## src/include/ebc_pkg.sv

```systemverilog
// package for the external bus control block
package ebc_pkg;
    localparam int WS_W = 3;
    localparam logic [WS_W-1:0] WS_READY_MIN = 3'h2;
    localparam logic [WS_W-1:0] WS_ZERO = 3'h0;
    localparam logic [WS_W-1:0] WS_ONE = 3'h1;
    localparam logic [1:0] SP_DATA = 2'h0;
    localparam logic [1:0] SP_PROG = 2'h1;
    localparam logic [1:0] SP_IO = 2'h2;
    localparam logic PIN_HIGH = 1'h1;
    localparam logic PIN_LOW = 1'h0;
    typedef enum logic [1:0] {
        EBC_IDLE = 2'b00,
        EBC_WAIT = 2'b01,
        EBC_READY = 2'b10,
        EBC_HOLD = 2'b11
    } ebc_state_t;
endpackage
```

## src/hw/ebc_ctrl.sv

```systemverilog
// control strobes, wait states and hold handshake of the external bus
`timescale 1ns/1ns
`default_nettype none
// Notes on behaviour
// - memory strobe high except during a data or program space access
// - memory strobe, io strobe and direction float in hold or when outputs off
// - ready low at sampling extends access one cycle, then samples again
// - ready only honoured with two or more wait states, after they elapse
// - direction high for read, low only during a write
// - io strobe high except during an io space access
// - outside master requests hold; once acknowledged lines go high impedance
// - hold acknowledge shows hold state with lines floating
// - hold acknowledge high during reset, floats when outputs off
// - wait complete low at first wait state, high at start of last
// - wait complete looped to ready gives one extra external wait state
// - instruction fetch low while address is an instruction address; floats when off
// - wait complete floats when outputs off
// - space selects high except the addressed one; float in hold
module ebc_ctrl
    import ebc_pkg::*;
(
    input wire logic ref_clk,
    input wire logic rstn,
    input wire logic req_valid,
    input wire logic [1:0] req_space,
    input wire logic req_write,
    input wire logic req_fetch,
    input wire logic [WS_W-1:0] ws_data,
    input wire logic [WS_W-1:0] ws_prog,
    input wire logic [WS_W-1:0] ws_io,
    input wire logic ready,
    input wire logic hold_req_n,
    input wire logic outputs_off_n,
    output logic req_ack,
    output logic memory_strobe_n,
    output logic memory_strobe_oe_n,
    output logic io_strobe_n,
    output logic io_strobe_oe_n,
    output logic rw,
    output logic rw_oe_n,
    output logic data_space_sel_n,
    output logic program_space_sel_n,
    output logic io_space_sel_n,
    output logic space_sel_oe_n,
    output logic bus_grant_ack_n,
    output logic bus_grant_ack_oe_n,
    output logic wait_states_done_n,
    output logic wait_states_done_oe_n,
    output logic instr_fetch_n,
    output logic instr_fetch_oe_n
);
    // whole state in one record: one process fills it, one registers it
    typedef struct packed {
        ebc_state_t st;
        logic [WS_W-1:0] cnt;
        logic use_ready;
        logic ack;
        logic mem_stb;
        logic io_stb;
        logic rw;
        logic ctl_oe_n;
        logic dsel;
        logic psel;
        logic isel;
        logic grant;
        logic grant_oe_n;
        logic wdone;
        logic wdone_oe_n;
        logic fetch;
        logic fetch_oe_n;
    } ebc_regs_t;

    ebc_regs_t st_ff;
    ebc_regs_t nxt_st;
    logic [WS_W-1:0] ws_sel;
    logic [2:0] space_hit;
    logic off;

    // unused space code falls back to data timing
    always_comb begin
        unique case (req_space)
            SP_DATA: ws_sel = ws_data;
            SP_PROG: ws_sel = ws_prog;
            SP_IO: ws_sel = ws_io;
            default: ws_sel = ws_data;
        endcase
    end

    // one compare per space; bit index is the space code
    for (genvar g = 0; g < 3; g++) begin : g_space
        assign space_hit[g] = (req_space == 2'(g));
    end

    assign off = ~outputs_off_n;

    always_comb begin
        nxt_st = st_ff;
        nxt_st.ack = PIN_LOW;

        unique case (st_ff.st)
            EBC_IDLE: begin
                nxt_st.mem_stb = PIN_HIGH;
                nxt_st.io_stb = PIN_HIGH;
                nxt_st.rw = PIN_HIGH;
                nxt_st.dsel = PIN_HIGH;
                nxt_st.psel = PIN_HIGH;
                nxt_st.isel = PIN_HIGH;
                nxt_st.fetch = PIN_HIGH;
                nxt_st.wdone = PIN_HIGH;

                // hold taken only from idle, so a started access always ends
                if (!hold_req_n) begin
                    nxt_st.st = EBC_HOLD;
                    nxt_st.grant = PIN_LOW;
                end else if (req_valid) begin
                    // access starts: strobe, space select, direction in one go
                    nxt_st.st = EBC_WAIT;
                    nxt_st.cnt = ws_sel;
                    // fewer than two wait states: ready is never looked at
                    nxt_st.use_ready = (ws_sel >= WS_READY_MIN);
                    nxt_st.mem_stb = space_hit[SP_IO];
                    nxt_st.io_stb = ~space_hit[SP_IO];
                    nxt_st.rw = ~req_write;
                    nxt_st.dsel = ~space_hit[SP_DATA];
                    nxt_st.psel = ~space_hit[SP_PROG];
                    nxt_st.isel = ~space_hit[SP_IO];
                    nxt_st.fetch = ~req_fetch;
                    nxt_st.wdone = (ws_sel < WS_READY_MIN);
                end
            end

            EBC_WAIT: begin
                if (st_ff.cnt == WS_ZERO) begin
                    // strobe phase done; ready extension only after it
                    if (st_ff.use_ready) begin
                        nxt_st.st = EBC_READY;
                    end else begin
                        nxt_st.st = EBC_IDLE;
                        nxt_st.ack = PIN_HIGH;
                        nxt_st.mem_stb = PIN_HIGH;
                        nxt_st.io_stb = PIN_HIGH;
                    end
                end else begin
                    nxt_st.cnt = st_ff.cnt - WS_ONE;
                    // done line rises as the last software wait state starts
                    if (st_ff.use_ready && st_ff.cnt == WS_READY_MIN) begin
                        nxt_st.wdone = PIN_HIGH;
                    end
                end
            end

            EBC_READY: begin
                // this state is the one external wait state; a looped-back
                // done line is already high here, so it adds no more
                if (ready) begin
                    nxt_st.st = EBC_IDLE;
                    nxt_st.ack = PIN_HIGH;
                    nxt_st.mem_stb = PIN_HIGH;
                    nxt_st.io_stb = PIN_HIGH;
                end
            end

            EBC_HOLD: begin
                if (hold_req_n) begin
                    nxt_st.st = EBC_IDLE;
                    nxt_st.grant = PIN_HIGH;
                end
            end
        endcase

        // pins float a cycle after off falls: every pin leaves a flop
        nxt_st.ctl_oe_n = off | (nxt_st.st == EBC_HOLD);
        nxt_st.grant_oe_n = off;
        nxt_st.wdone_oe_n = off;
        nxt_st.fetch_oe_n = off;
    end

    always_ff @(posedge ref_clk or negedge rstn) begin
        if (!rstn) begin
            st_ff <= '{
                st: EBC_IDLE,
                cnt: WS_ZERO,
                use_ready: PIN_LOW,
                ack: PIN_LOW,
                mem_stb: PIN_HIGH,
                io_stb: PIN_HIGH,
                rw: PIN_HIGH,
                ctl_oe_n: PIN_LOW,
                dsel: PIN_HIGH,
                psel: PIN_HIGH,
                isel: PIN_HIGH,
                grant: PIN_HIGH,
                grant_oe_n: PIN_LOW,
                wdone: PIN_HIGH,
                wdone_oe_n: PIN_LOW,
                fetch: PIN_HIGH,
                fetch_oe_n: PIN_LOW
            };
        end else begin
            st_ff <= nxt_st;
        end
    end

    // every pin comes straight from a state flop
    assign req_ack = st_ff.ack;
    assign memory_strobe_n = st_ff.mem_stb;
    assign memory_strobe_oe_n = st_ff.ctl_oe_n;
    assign io_strobe_n = st_ff.io_stb;
    assign io_strobe_oe_n = st_ff.ctl_oe_n;
    assign rw = st_ff.rw;
    assign rw_oe_n = st_ff.ctl_oe_n;
    assign data_space_sel_n = st_ff.dsel;
    assign program_space_sel_n = st_ff.psel;
    assign io_space_sel_n = st_ff.isel;
    assign space_sel_oe_n = st_ff.ctl_oe_n;
    assign bus_grant_ack_n = st_ff.grant;
    assign bus_grant_ack_oe_n = st_ff.grant_oe_n;
    assign wait_states_done_n = st_ff.wdone;
    assign wait_states_done_oe_n = st_ff.wdone_oe_n;
    assign instr_fetch_n = st_ff.fetch;
    assign instr_fetch_oe_n = st_ff.fetch_oe_n;
endmodule
`default_nettype wire

```

## config.mk

```make
export PLATFORM = sky130hd
export DESIGN_NAME = ebc_ctrl
export DESIGN_NICKNAME = d
export VERILOG_FILES = /design/src/include/ebc_pkg.sv /design/src/hw/ebc_ctrl.sv
export SDC_FILE = /design/constraint.sdc
export NUM_CORES = 1
export LEC_CHECK = 0
export CAP_MARGIN = 0
export CELL_PAD_IN_SITES_DETAIL_PLACEMENT = 1
export CELL_PAD_IN_SITES_GLOBAL_PLACEMENT = 1
export CORE_ASPECT_RATIO = 0.5
export CORE_MARGIN = 5
export CORE_UTILIZATION = 46
export CTS_CLUSTER_DIAMETER = 80
export CTS_CLUSTER_SIZE = 16
export DETAILED_ROUTE_END_ITERATION = 8
export DONT_BUFFER_PORTS = 1
export PLACE_DENSITY_LB_ADDON = 0.1
export SLEW_MARGIN = 20
export SYNTH_ARGS = -nofsm -noshare
export SYNTH_HDL_FRONTEND = slang
export SYNTH_SLANG_ARGS = --single-unit
```

## constraint.sdc

```tcl
create_clock -name ref_clk -period 2.2 [get_ports ref_clk]
set_input_delay 0.44 -clock ref_clk [delete_from_list [all_inputs] [get_ports ref_clk]]
set_output_delay 0.44 -clock ref_clk [all_outputs]
set_load 0.005 [all_outputs]
```

## After elaboration in Yosys (flattened, before gate mapping)

Index checks and enable logic that the tools add are counted.

| storage, ports and cells | value |
|---|---|
| register bits after elaboration | 18 |
| logic and storage cells | 83 |

| operators by class | value |
|---|---|
| add/subtract/negate cells | 1 |
| magnitude comparators | 2 |
| equality and inequality tests | 16 |
| multiplexer cells | 30 |
| bitwise logic cells | 7 |
| reduce and logical (&&, ||, !) cells | 12 |

Operator list:

| kind | count |
|---|---|
| $mux W3 | 8 |
| $ne A2 B2 Y1 const B | 9 |
| $pmux W3 S2 | 2 |
| $mux W2 | 5 |
| $reduce_and A3 Y1 | 3 |
| $eq A2 B2 Y1 const B | 4 |
| $mux W1 | 8 |
| $pmux W2 S4 | 1 |
| $reduce_and A4 Y1 | 2 |
| $mux W6 | 1 |
| $not A1 Y1 | 6 |
| $pmux W1 S2 | 3 |
| $pmux W2 S3 | 1 |
| $eq A2 B1 Y1 const B | 2 |
| $logic_not A2 Y1 | 2 |
| $mux W4 | 1 |
| $reduce_bool A2 Y1 | 2 |
| $eq A3 B2 Y1 const B | 1 |
| $ge A3 B2 Y1 const B | 1 |
| $logic_not A3 Y1 | 1 |
| $lt A3 B2 Y1 const B | 1 |
| $reduce_bool A3 Y1 | 1 |
| $sub A3 B1 Y3 const B | 1 |
| $logic_and A1 B1 Y1 | 1 |
| $or A1 B1 Y1 | 1 |

## Logic depth before layout (Yosys ltp)

Gate-level depths: netlist (run 1).

| logic depth | value |
|---|---|
| depth after elaboration | 8 |
| gate-level depth with buffers | 7 |
| mapped depth without buffers | 6 |

## Least setup slack after synthesis (run 1)

No wires, ideal clock.

| timing path | value |
|---|---|
| path kind | input to register |
| start | in req_space[0] |
| end | reg st_ff[16] in the netlist's numbering |
| data arrival time | 1.479 ns |
| data required time | 2.124 ns |
| slack | 0.644 ns |
| stages | 7 |
| cell sequence | inv_1 -> ha_1 -> buf_4 -> nor2_1 -> a2111oi_2 -> o21ai_0 -> o21ai_1 |

| between the ends | value |
|---|---|
| cells in the longest elaborated chain, start to end | 5 |
| elaborated cells between the ends (all ways) | 6 |
| those cells by class | 2 x eq/ne; 4 x mux |

Ends and longest elaborated chain:

| element | line | source |
|---|---|---|
| start, declared | ebc_ctrl.sv:25 | `input wire logic [1:0] req_space,` |
| $eq A2 B2 Y1 / $eq A2 B1 Y1 (equally long branches) | ebc_ctrl.sv:81 | `unique case (req_space)` |
| $pmux W3 S2 (*) | ebc_ctrl.sv:81 |  |
| $mux W6 (*) | ebc_ctrl.sv:115 | `end else if (req_valid) begin` |
| $mux W4 (*) | ebc_ctrl.sv:112 | `if (!hold_req_n) begin` |
| $pmux W3 S2 (*) | ebc_ctrl.sv:100 | `unique case (st_ff.st)` |
| end signal, assigned | ebc_ctrl.sv:180 | `st_ff <= '{` |
| end signal, assigned | ebc_ctrl.sv:200 | `st_ff <= nxt_st;` |
| end, declared | ebc_ctrl.sv:73 | `ebc_regs_t st_ff;` |

Mark *: on every way between the ends. The rest lies on a longest branch, timed or not. The select of a mux whose other input is x is not followed.
A chain may end at the register's enable or synchronous reset.

==> results of run 1 <==
-- through the flow --
stage                     util, %  hold WS [ns]
final                       49.46       0.02347
after global placement      46.50        0.1449
after detailed placement    46.50        0.1447
after floorplan                 -        0.1444
after CTS                   49.06      0.005095
after global routing        49.46      0.006130
-- cells in the mapped netlist, types with 2 or more instances --
cell / count
o22ai_1: 2
a31oi_1: 5
a22oi_1: 2
ha_1: 10
mux2_2: 2
a21oi_1: 4
o21ai_0: 6
inv_1: 11
dfrtp_1: 9
o21a_1: 2
buf_4: 6
nor3_1: 2
a211oi_2: 2
o21ai_1: 5
dfstp_2: 9
buf_6: 2
nor2_1: 13
-- worst reg2reg max path: cells and delay by family (launching register included) --
| kind | cells | cell delay (ns) |
|---|---|---|
| AO/OA/AOI/OAI | 2 | 0.45 |
| buffers and inverters | 1 | 0.12 |
| adder cells (fa/ha/maj) | 1 | 0.54 |
| AND/OR/NAND/NOR | 1 | 0.32 |
| flip-flops | 1 | 0.44 |
-- cell type report --
type | count | area [µm²]
Tap cell | 37 | 46.29
Sequential cell | 18 | 461.7
Multi-Input combinational cell | 81 | 619.3
Clock buffer | 4 | 55.05
Fill cell | 304 | 1282
Timing Repair Buffer | 3 | 27.53
Inverter | 12 | 45.04
-- power breakdown --
part / internal, mW / switching (mW)
clock network: 0.159 / 0.122
logic: 0.313 / 0.434
registers: 0.499 / 0.115
-- path summary, 6_finish.rpt --
path / startpoint / to / slack (ns)
min reg2reg: st_ff[15] / st_ff[15] / 0.49
max reg2reg: st_ff[19] / io_strobe_oe_n / 0.20
max in group asynchronous: rstn / st_ff[18] / 1.29
min in group ref_clk: outputs_off_n / instr_fetch_oe_n / 0.23
min: rstn / memory_strobe_n / 0.02
max: st_ff[19] / io_strobe_oe_n / 0.20
-- cells by family (layout without fill, tap and decap cells) --
kind of cell,Yosys count,after routing
flops,18,18
fa+ha+maj,10,10
buf+inv,21,19
mux,2,2
simple gates,30,30
compound gates,39,39
-- routing by layer --
| layer | GRT usage, % | vias to the layer above |
|---|---|---|
| li1 | - | 416 |
| met1 | 21.03 | 433 |
| met2 | 29.21 | 19 |
| met3 | 6.055 | 0 |
| met4 | 2.318 | 0 |
| met5 | 0 | - |
-- timing repair --
action	CTS	global route
setup buffers	0	0
hold buffers	1	1
endpoints found under the hold margin	9	4
==> run metrics, run 1 <==
status complete, no violations; largest net degree at the start of global routing 17; minimum clock period 2.000 ns; Clk pin slew, worst setup/hold paths 0.07 ns; crit path DAT 2.13 ns; max_cap viols 0; cts bufs inserted 3; Pre-antenna DRT Iters 4; iteration-0 DRC count of the detailed router 20; Final Hold Fails 0; synthesis-stage register bit count 18; Final setup viols 0; Total GRT Usage 16.89%; CORE AREA 2537 µm²; Post-Layout Inst Area 1255 µm²; GPL Wtd Cong 0.8032; pwr/cell area 1309 nW/µm²; PortBufs 0; worst slack at placement 0.2510 ns; routed wl met2 1288 µm; final slew viol count 0; syn avg cell area 9.978 µm²; Final ANT Viol Nets 0; placement row count 13; ys async rst share 100.0%; crit path cell chain inv_1 > ha_1 > and4_1 > a211oi_2 > o41ai_1; Synth area leader dfstp_2; Mapped Cells 120; Largest Register st_ff; Cell variety after synth 45; WL final 2874 µm; full die area 3785 µm²; Required @ worst endpoint 2.33 ns; Post-synth EDFFs 0; PostCTS Resize Cnt 0; Clock Skews 0.009956 ns; initial antenna violation count 0; worst skew pair latency 0.26 ns; IR drop worst, VDD 0.0005845 V; nets 148; fraction of layout cells with a size suffix above 1 24.58%; via/cell ratio 5.600; Clock H-tree levels 1; Initial Util 47.19%; WL per Instance 18.54 µm; Die Y 46.08 µm; main combinational cell family by area after synthesis compound AO/OA/AOI/OAI gates; CP Depth 5; Hold Crit Class input port to asynchronous set/reset pin; worst slew pin tran 0.5884 ns; LEAKAGE 0.5372 nW; DR top layer met3; Largest register FFs 6; Final Power 1.643 mW; Post-DP HPWL 2187 µm; setup_tns 0 ns; CP endpoint kind flip-flop; relative slew slack 60.77%; most common cell after layout, fill and taps aside nor2_1; top cell type's share of synthesized area 19.75%; ranking of synthesized cells by area dfstp_2 20%, dfrtp_1 19%, ha_1 10%, nor2_1 4.1%, buf_4 3.8%; Bufs and invs on worst path 1; commonest cells after routing, fill and taps aside 13 x nor2_1, 11 x inv_1, 10 x ha_1; Die Wd 82.16 µm; DP Area 1180 µm²; global-route wire length before repair 4685 µm; I/O pin cnt 36; Post-Synth Simple-Gate Area 14.52%; non-filler instance count after layout 155; XOR/XNOR share of the synthesized area 0%; Synth Area in Adders 10.45%; register area share after synthesis 38.56%; Setup Crit Path Kind flip-flop to flip-flop; CP max FO 16; slack of the critical path 0.2000 ns; Antenna diodes 0; Inst Count DP 149; Syn-to-layout area delta 4.806%; Metal-1 WL 1404 µm; worst reg2reg path depth 5; DR DRC count 0; Sink Count 18; Critical Path Start Type flip-flop; fmax 0.5000 GHz; Final Cycle Share 90.91%; CTS root buf clkbuf_8; global route total overflow 0; Syn Std Cell Area 1197 µm²; Worst path top cell family by delay adder cells; vias in the first global route 958; CTS tree done; CP max stage delay 0.54 ns; post-synthesis mux area share 1.881%; via count 868; RSZ-0062 raised after global routing no; prevailing post-synth register cell dfstp_2; Yosys Warn Count 0; Synth Net Count 149; Bufs on Longest Clock Path 2; slowest stage cell, crit path ha_1; DR WL met3 181 µm; Synth Area in Compound Gates 24.87%
Power figures use the tool's default switching activity.
==> inputs of run 2 (changes only) <==
--- a/config.mk
+++ b/config.mk
@@ -16,6 +16,7 @@
 export DETAILED_ROUTE_END_ITERATION = 8
 export DONT_BUFFER_PORTS = 1
 export PLACE_DENSITY_LB_ADDON = 0.1
+export SETUP_SLACK_MARGIN = 0.5
 export SLEW_MARGIN = 20
 export SYNTH_ARGS = -nofsm -noshare
 export SYNTH_HDL_FRONTEND = slang
==> run 2 against run 1 <==
Compared with the run above:
- clock-buffer cell count is the same
- largest power group unchanged
- clock skew shrank 0.0028 ns
- worst setup slack gained 0.31 ns
- final area grew 9.2%
- non-clock buffer count grew 6
- via count grew 8.4%
- die area is the same
- global-route usage grew 1.0 points
- utilization grew 4.5 points
- highest routed layer is now met4
- critical path type unchanged
- critical path depth grew 1
==> run metrics, run 2 (synthesized netlist as in run 1, its figures left out) <==
WL per Instance 20.81 µm (+12%); Total GRT Usage 17.92% (+1.0 points); via count 941 (+8.4%); placement row count 13 (unchanged); fmax 0.5921 GHz (+18%); Sink Count 18 (unchanged); non-filler instance count after layout 161 (+3.9%); setup_tns 0 ns (unchanged); max_cap viols 0 (unchanged); Final setup viols 0 (unchanged); global-route wire length before repair 4947 µm (+5.6%); PortBufs 0 (unchanged); Pre-antenna DRT Iters 4 (unchanged); worst skew pair latency 0.26 ns (about the same); I/O pin cnt 36 (unchanged); nets 154 (+4.1%); CP max stage delay 0.40 ns (-0.14 ns); commonest cells after routing, fill and taps aside 13 x nor2_1, 9 x dfstp_2, 8 x inv_1; vias in the first global route 1002 (+4.6%); Final Hold Fails 0 (unchanged); Largest Register st_ff; Min Hold Slack 0.02232 ns (-0.001157 ns); largest net degree at the start of global routing 17 (unchanged); final slew viol count 0 (unchanged); status complete, no violations; Clock H-tree levels 1 (unchanged); CTS root buf clkbuf_8; Clock Skews 0.007144 ns (-0.002811 ns); Syn-to-layout area delta 14.42%; fraction of layout cells with a size suffix above 1 37.90% (+13 points); Die Y 46.08 µm (unchanged); crit path DAT 1.82 ns (-0.31 ns); iteration-0 DRC count of the detailed router 44 (+120%); Hold Crit Class input port to asynchronous set/reset pin; Largest register FFs 6 (unchanged); Antenna diodes 0 (unchanged); full die area 3785 µm² (unchanged); Required @ worst endpoint 2.33 ns (about the same); CP max FO 3 (-13); slowest stage cell, crit path dfrtp_2; Final Cycle Share 76.77% (-14 points); Bufs on Longest Clock Path 2 (unchanged); LEAKAGE 0.5712 nW (+6.3%); initial antenna violation count 0 (unchanged); most common cell after layout, fill and taps aside nor2_1; Post-DP HPWL 2187 µm (unchanged); worst slew pin tran 0.4783 ns (-0.1101 ns); Final ANT Viol Nets 0 (unchanged); cts bufs inserted 3 (unchanged); CTS tree done; via/cell ratio 5.845 (+4.4%); global route total overflow 0 (unchanged); Critical Path Start Type flip-flop; IR drop worst, VDD 0.0005915 V (+1.2%); Setup Crit Path Kind flip-flop to flip-flop; pwr/cell area 1385 nW/µm² (+5.8%); CP endpoint kind flip-flop; CORE AREA 2537 µm² (unchanged); relative slew slack 68.01% (+7.2 points); GPL Wtd Cong 0.8032 (unchanged); WL final 3350 µm (+17%); RSZ-0062 raised after global routing yes; Initial Util 47.19% (unchanged); Inst Count DP 149 (unchanged); crit path cell chain inv_2 > ha_2 > and2b_1 > a221o_1 > a211oi_2 > o41ai_2; DR DRC count 0 (unchanged); Die Wd 82.16 µm (unchanged); minimum clock period 1.689 ns (-0.3112 ns); Clk pin slew, worst setup/hold paths 0.07 ns (about the same)
-- run 2: layout make-up --
type | instances | area [µm²]
Sequential cell | 18 | 464.2
Multi-Input combinational cell | 81 | 683.2
Timing Repair Buffer | 9 | 76.32
Fill cell | 289 | 1167
Inverter | 12 | 45.04
Clock buffer | 4 | 55.05
Tap cell | 37 | 46.29
-- run 2: report_power, final --
group / switching [mW] / internal, mW / leakage (nW)
combinational: 0.549 / 0.446 / 0.337
sequential: 0.120 / 0.503 / 0.206
clock: 0.121 / 0.159 / 0.0288
-- run 2: through the flow --
stage	cell area (µm²)	setup slack [ns]	utilization [%]	power [mW]
2_1_floorplan	1197	0.6442	-	1.237
3_3_place_gp	1180	0.4192	46.50	1.323
3_5_place_dp	1180	0.2510	46.50	1.357
4_1_cts	1279	0.5171	50.39	1.714
5_1_grt	1370	0.4377	53.99	2.038
6_report	1370	0.5112	53.99	1.898
-- run 2: worst paths after layout --
path                                     start                  end  slack, ns  cells past startpoint
setup reg to reg                     st_ff[18]       io_strobe_oe_n       0.51                      6
hold reg to reg            program_space_sel_n  program_space_sel_n       0.50                      2
max in group asynchronous                 rstn            st_ff[18]       1.27                      1
hold / removal                            rstn      memory_strobe_n       0.02                      0
setup / recovery                     st_ff[18]       io_strobe_oe_n       0.51                      6
min in group ref_clk             outputs_off_n     instr_fetch_oe_n       0.23                      1
-- run 2: worst max-delay path: cells and delay by family, from the launching register on --
| family | cells | cell delay, ns |
|---|---|---|
| compound gates | 3 | 0.69 |
| fa+ha+maj | 1 | 0.19 |
| flops | 1 | 0.40 |
| simple gates | 1 | 0.20 |
| buf+inv | 1 | 0.07 |
-- run 2: layer usage --
metal / vias to the layer above / share of wire, % / global-route usage, % / wire (µm)
met4: 0 / 1.2 / 3.311 / 40
met2: 29 / 47 / 31.14 / 1579
li1: 434 / - / - / -
met1: 474 / 45 / 22.10 / 1512
met5: - / 0 / 0 / 0
met3: 4 / 6.5 / 6.055 / 218
-- run 2: repair_timing --
item,CTS,global route
pin swaps,1,5
setup buffers,2,4
setup endpoints to repair,8,6
resized for setup,6,12
hold endpoints to repair,9,4
hold buffers,1,1
==> inputs of run 3 (changes only) <==
--- a/config.mk
+++ b/config.mk
@@ -5,12 +5,13 @@
 export SDC_FILE = /design/constraint.sdc
 export NUM_CORES = 1
 export LEC_CHECK = 0
+export ABC_AREA = 1
 export CAP_MARGIN = 0
 export CELL_PAD_IN_SITES_DETAIL_PLACEMENT = 1
 export CELL_PAD_IN_SITES_GLOBAL_PLACEMENT = 1
 export CORE_ASPECT_RATIO = 0.5
 export CORE_MARGIN = 5
-export CORE_UTILIZATION = 46
+export CORE_UTILIZATION = 43
 export CTS_CLUSTER_DIAMETER = 80
 export CTS_CLUSTER_SIZE = 16
 export DETAILED_ROUTE_END_ITERATION = 8
==> constraint.sdc (replaced) <==
create_clock -name ref_clk -period 1.65 [get_ports ref_clk]
set_input_delay 0.33 -clock ref_clk [delete_from_list [all_inputs] [get_ports ref_clk]]
set_output_delay 0.33 -clock ref_clk [all_outputs]
set_load 0.005 [all_outputs]
==> run 3 against run 2 <==
Compared with the run above:
- clock-buffer cell count unchanged
- global-route usage increased by 0.058 points
- hold slack improved by 0.083 ns
- first-iteration DRC count decreased by 14%
- clock skew decreased by 0.0060 ns
- via count increased by 19%
- critical path type unchanged
- largest cell class unchanged
==> run metrics, run 3 <==
area of the multi-input gates 784.5 µm² (+15%); Sink Count 18 (unchanged); largest net degree at the start of global routing 19 (+2); status complete, no violations; prevailing post-synth register cell dfstp_2; I/O pin cnt 36 (unchanged); Final Cycle Share 90.75% (+14 points); Clk pin slew, worst setup/hold paths 0.07 ns (about the same); Largest register FFs 6 (unchanged); setup_tns 0 ns (unchanged); Post-DP HPWL 2223 µm (+1.7%); DR DRC count 0 (unchanged); CORE AREA 2619 µm² (+3.2%); CTS root buf clkbuf_8; Layout Utilization 62.21% (+8.2 points); GPL Wtd Cong 0.8445 (+5.1%); Final setup viols 0 (unchanged); crit path cell chain inv_4 > ha_4 > buf_4 > nor2_1 > o21ai_1 > nand2_1 > nor2_1 > a21oi_1; PortBufs 0 (unchanged); syn avg cell area 7.620 µm² (-24%); worst slew pin tran 0.8709 ns (+0.3926 ns); slowest stage cell, crit path dfrtp_2; crit path DAT 1.68 ns (-0.14 ns); relative slew slack 41.94% (-26 points); Mapped Cells 155 (+29%); Bufs on Longest Clock Path 2 (unchanged); Syn-to-layout area delta 37.92%; global route total overflow 0 (unchanged); CP endpoint kind flip-flop; full die area 3959 µm² (+4.6%); Top cell by count, worst path nor2_1; iteration-0 DRC count of the detailed router 38 (-14%); Worst path top cell family by delay flip-flops; pwr/cell area 2051 nW/µm² (+48%); ys async rst share 100.0% (unchanged); Initial Util 45.10% (-2.1 points); Clock H-tree levels 1 (unchanged); Syn Std Cell Area 1181 µm² (-1.4%); CP max stage delay 0.48 ns (+0.08 ns); Clock Skews 0.001192 ns (-0.005953 ns); initial antenna violation count 0 (unchanged); Die Wd 84.12 µm (+2.4%); Pre-antenna DRT Iters 4 (unchanged); global-route wire length before repair 5313 µm (+7.4%); Yosys Warn Count 0 (unchanged); final slew viol count 0 (unchanged); nets 204 (+32%); most common cell after layout, fill and taps aside nand2_1; Final Hold Fails 0 (unchanged); Required @ worst endpoint 1.84 ns (-0.49 ns); RSZ-0062 raised after global routing yes; Synth top cells by count 48 x nand2_1, 19 x nor2_1, 15 x inv_1; WL per Instance 18.79 µm (-9.7%); Antenna diodes 0 (unchanged); register area 464.2 µm² (unchanged); Cell variety after synth 25 (-44%); via count 1116 (+19%); synthesis-stage register bit count 18 (unchanged); WL final 3964 µm (+18%); ranking of synthesized cells by area dfstp_2 20%, dfrtp_1 19%, nand2_1 15%, ha_1 11%, nor2_1 6.0%; fraction of layout cells with a size suffix above 1 45.40% (+7.5 points); Critical Path Start Type flip-flop; worst skew pair latency 0.26 ns (about the same); Synth area leader dfstp_2; Setup Crit Path Kind flip-flop to flip-flop; fmax 0.6678 GHz (+13%); cts bufs inserted 3 (unchanged); Layout fillers 313 (+8.3%); Bufs and invs on worst path 2 (+1); LEAKAGE 0.7745 nW (+36%); IR drop worst, VDD 0.0007777 V (+31%); Total GRT Usage 17.98% (+0.058 points); placement row count 13 (unchanged); vias in the first global route 1099 (+9.7%); count leader, synth nand2_1; Hold Crit Class input port to flip-flop; register area share after synthesis 39.09% (+0.53 points); Largest Register st_ff; commonest cells after routing, fill and taps aside 40 x nand2_1, 15 x buf_4, 11 x inv_1; minimum clock period 1.497 ns (-0.1914 ns); Final ANT Viol Nets 0 (unchanged); top cell type's share of synthesized area 20.02% (+0.27 points); Post-synth EDFFs 0 (unchanged); max_cap viols 0 (unchanged); Die Y 47.06 µm (+2.1%); CP max FO 4 (+1); CTS tree done; Synth Net Count 184 (+23%); via/cell ratio 5.289 (-9.5%)
==> run 3: worst reg2reg max path: stages, from the launching register on <==
cell     delay [ns]
dfrtp_2        0.48
inv_4          0.11
ha_4           0.18
buf_4          0.13
nor2_1         0.04
o21ai_1        0.17
nand2_1        0.13
nor2_1         0.11
a21oi_1        0.08
==> run 3: worst paths after layout <==
kind                           startpoint              to  slack (ns)  depth (start not counted)
setup / recovery                st_ff[18]     io_strobe_n        0.15                          8
hold / removal                  req_fetch   instr_fetch_n        0.11                          1
setup reg to reg                st_ff[18]     io_strobe_n        0.15                          8
hold reg to reg            io_space_sel_n  io_space_sel_n        0.50                          2
max in group asynchronous            rstn       st_ff[19]        0.81                          1
min in group asynchronous            rstn         req_ack        0.25                          1
==> run 3: cell type report <==
class                   count  share of cell area [%]
clock buffers               4                   3.379
inverters                  19                   5.146
repair buffers             22                   11.98
well taps                  37                   2.842
multi-input cells         111                   48.16
flip-flops and latches     18                   28.49
==> run 3: timing repair <==
action	CTS	global route
endpoints found under the hold margin	18	0
setup endpoints to repair	17	43
resized for setup	20	41
setup buffers	10	10
pin swaps	11	21
hold buffers	1	0
==> run 3: kinds of logic (layout without fill, tap and decap cells) <==
group / count (synthesis) / count (layout) / share of synthesized area [%]
xor+xnor: 1 / 1 / 0.7417
compound gates: 23 / 23 / 11.76
fa+ha+maj: 10 / 10 / 10.59
buf+inv: 26 / 45 / 10.80
simple gates: 77 / 77 / 27.01
flops: 18 / 18 / 39.09
==> run 3: layer usage <==
| layer | GRT usage, % | share of wire [%] |
|---|---|---|
| met1 | 21.37 | 43 |
| met2 | 32.13 | 47 |
| met4 | 6.731 | 3.6 |
| met5 | 0 | 0 |
| met3 | 5.429 | 6.6 |
==> run 3: per-stage QoR <==
stage / instances / hold slack, ns / area (µm²) / worst slack (ns) / power (mW)
after floorplan: 155 / 0.03441 / 1201 / 0.3422 / 1.769
after CTS: 201 / 0.1104 / 1418 / 0.2526 / 2.752
final: 211 / 0.1054 / 1629 / 0.1526 / 3.342
after global placement: 186 / 0.03527 / 1199 / 0.1302 / 1.960
after global routing: 211 / 0.09461 / 1629 / 0.09274 / 3.562
after detailed placement: 186 / 0.03528 / 1199 / 0.1402 / 1.984
==> run 3: power by group <==
| group | leakage, nW | total [mW] | switching [mW] | internal, mW |
|---|---|---|---|---|
| Sequential | 0.205 | 0.840 | 0.177 | 0.663 |
| Clock | 0.0288 | 0.369 | 0.157 | 0.212 |
| Combinational | 0.541 | 2.13 | 1.20 | 0.937 |
| Total | 0.775 | 3.34 | 1.53 | 1.81 |
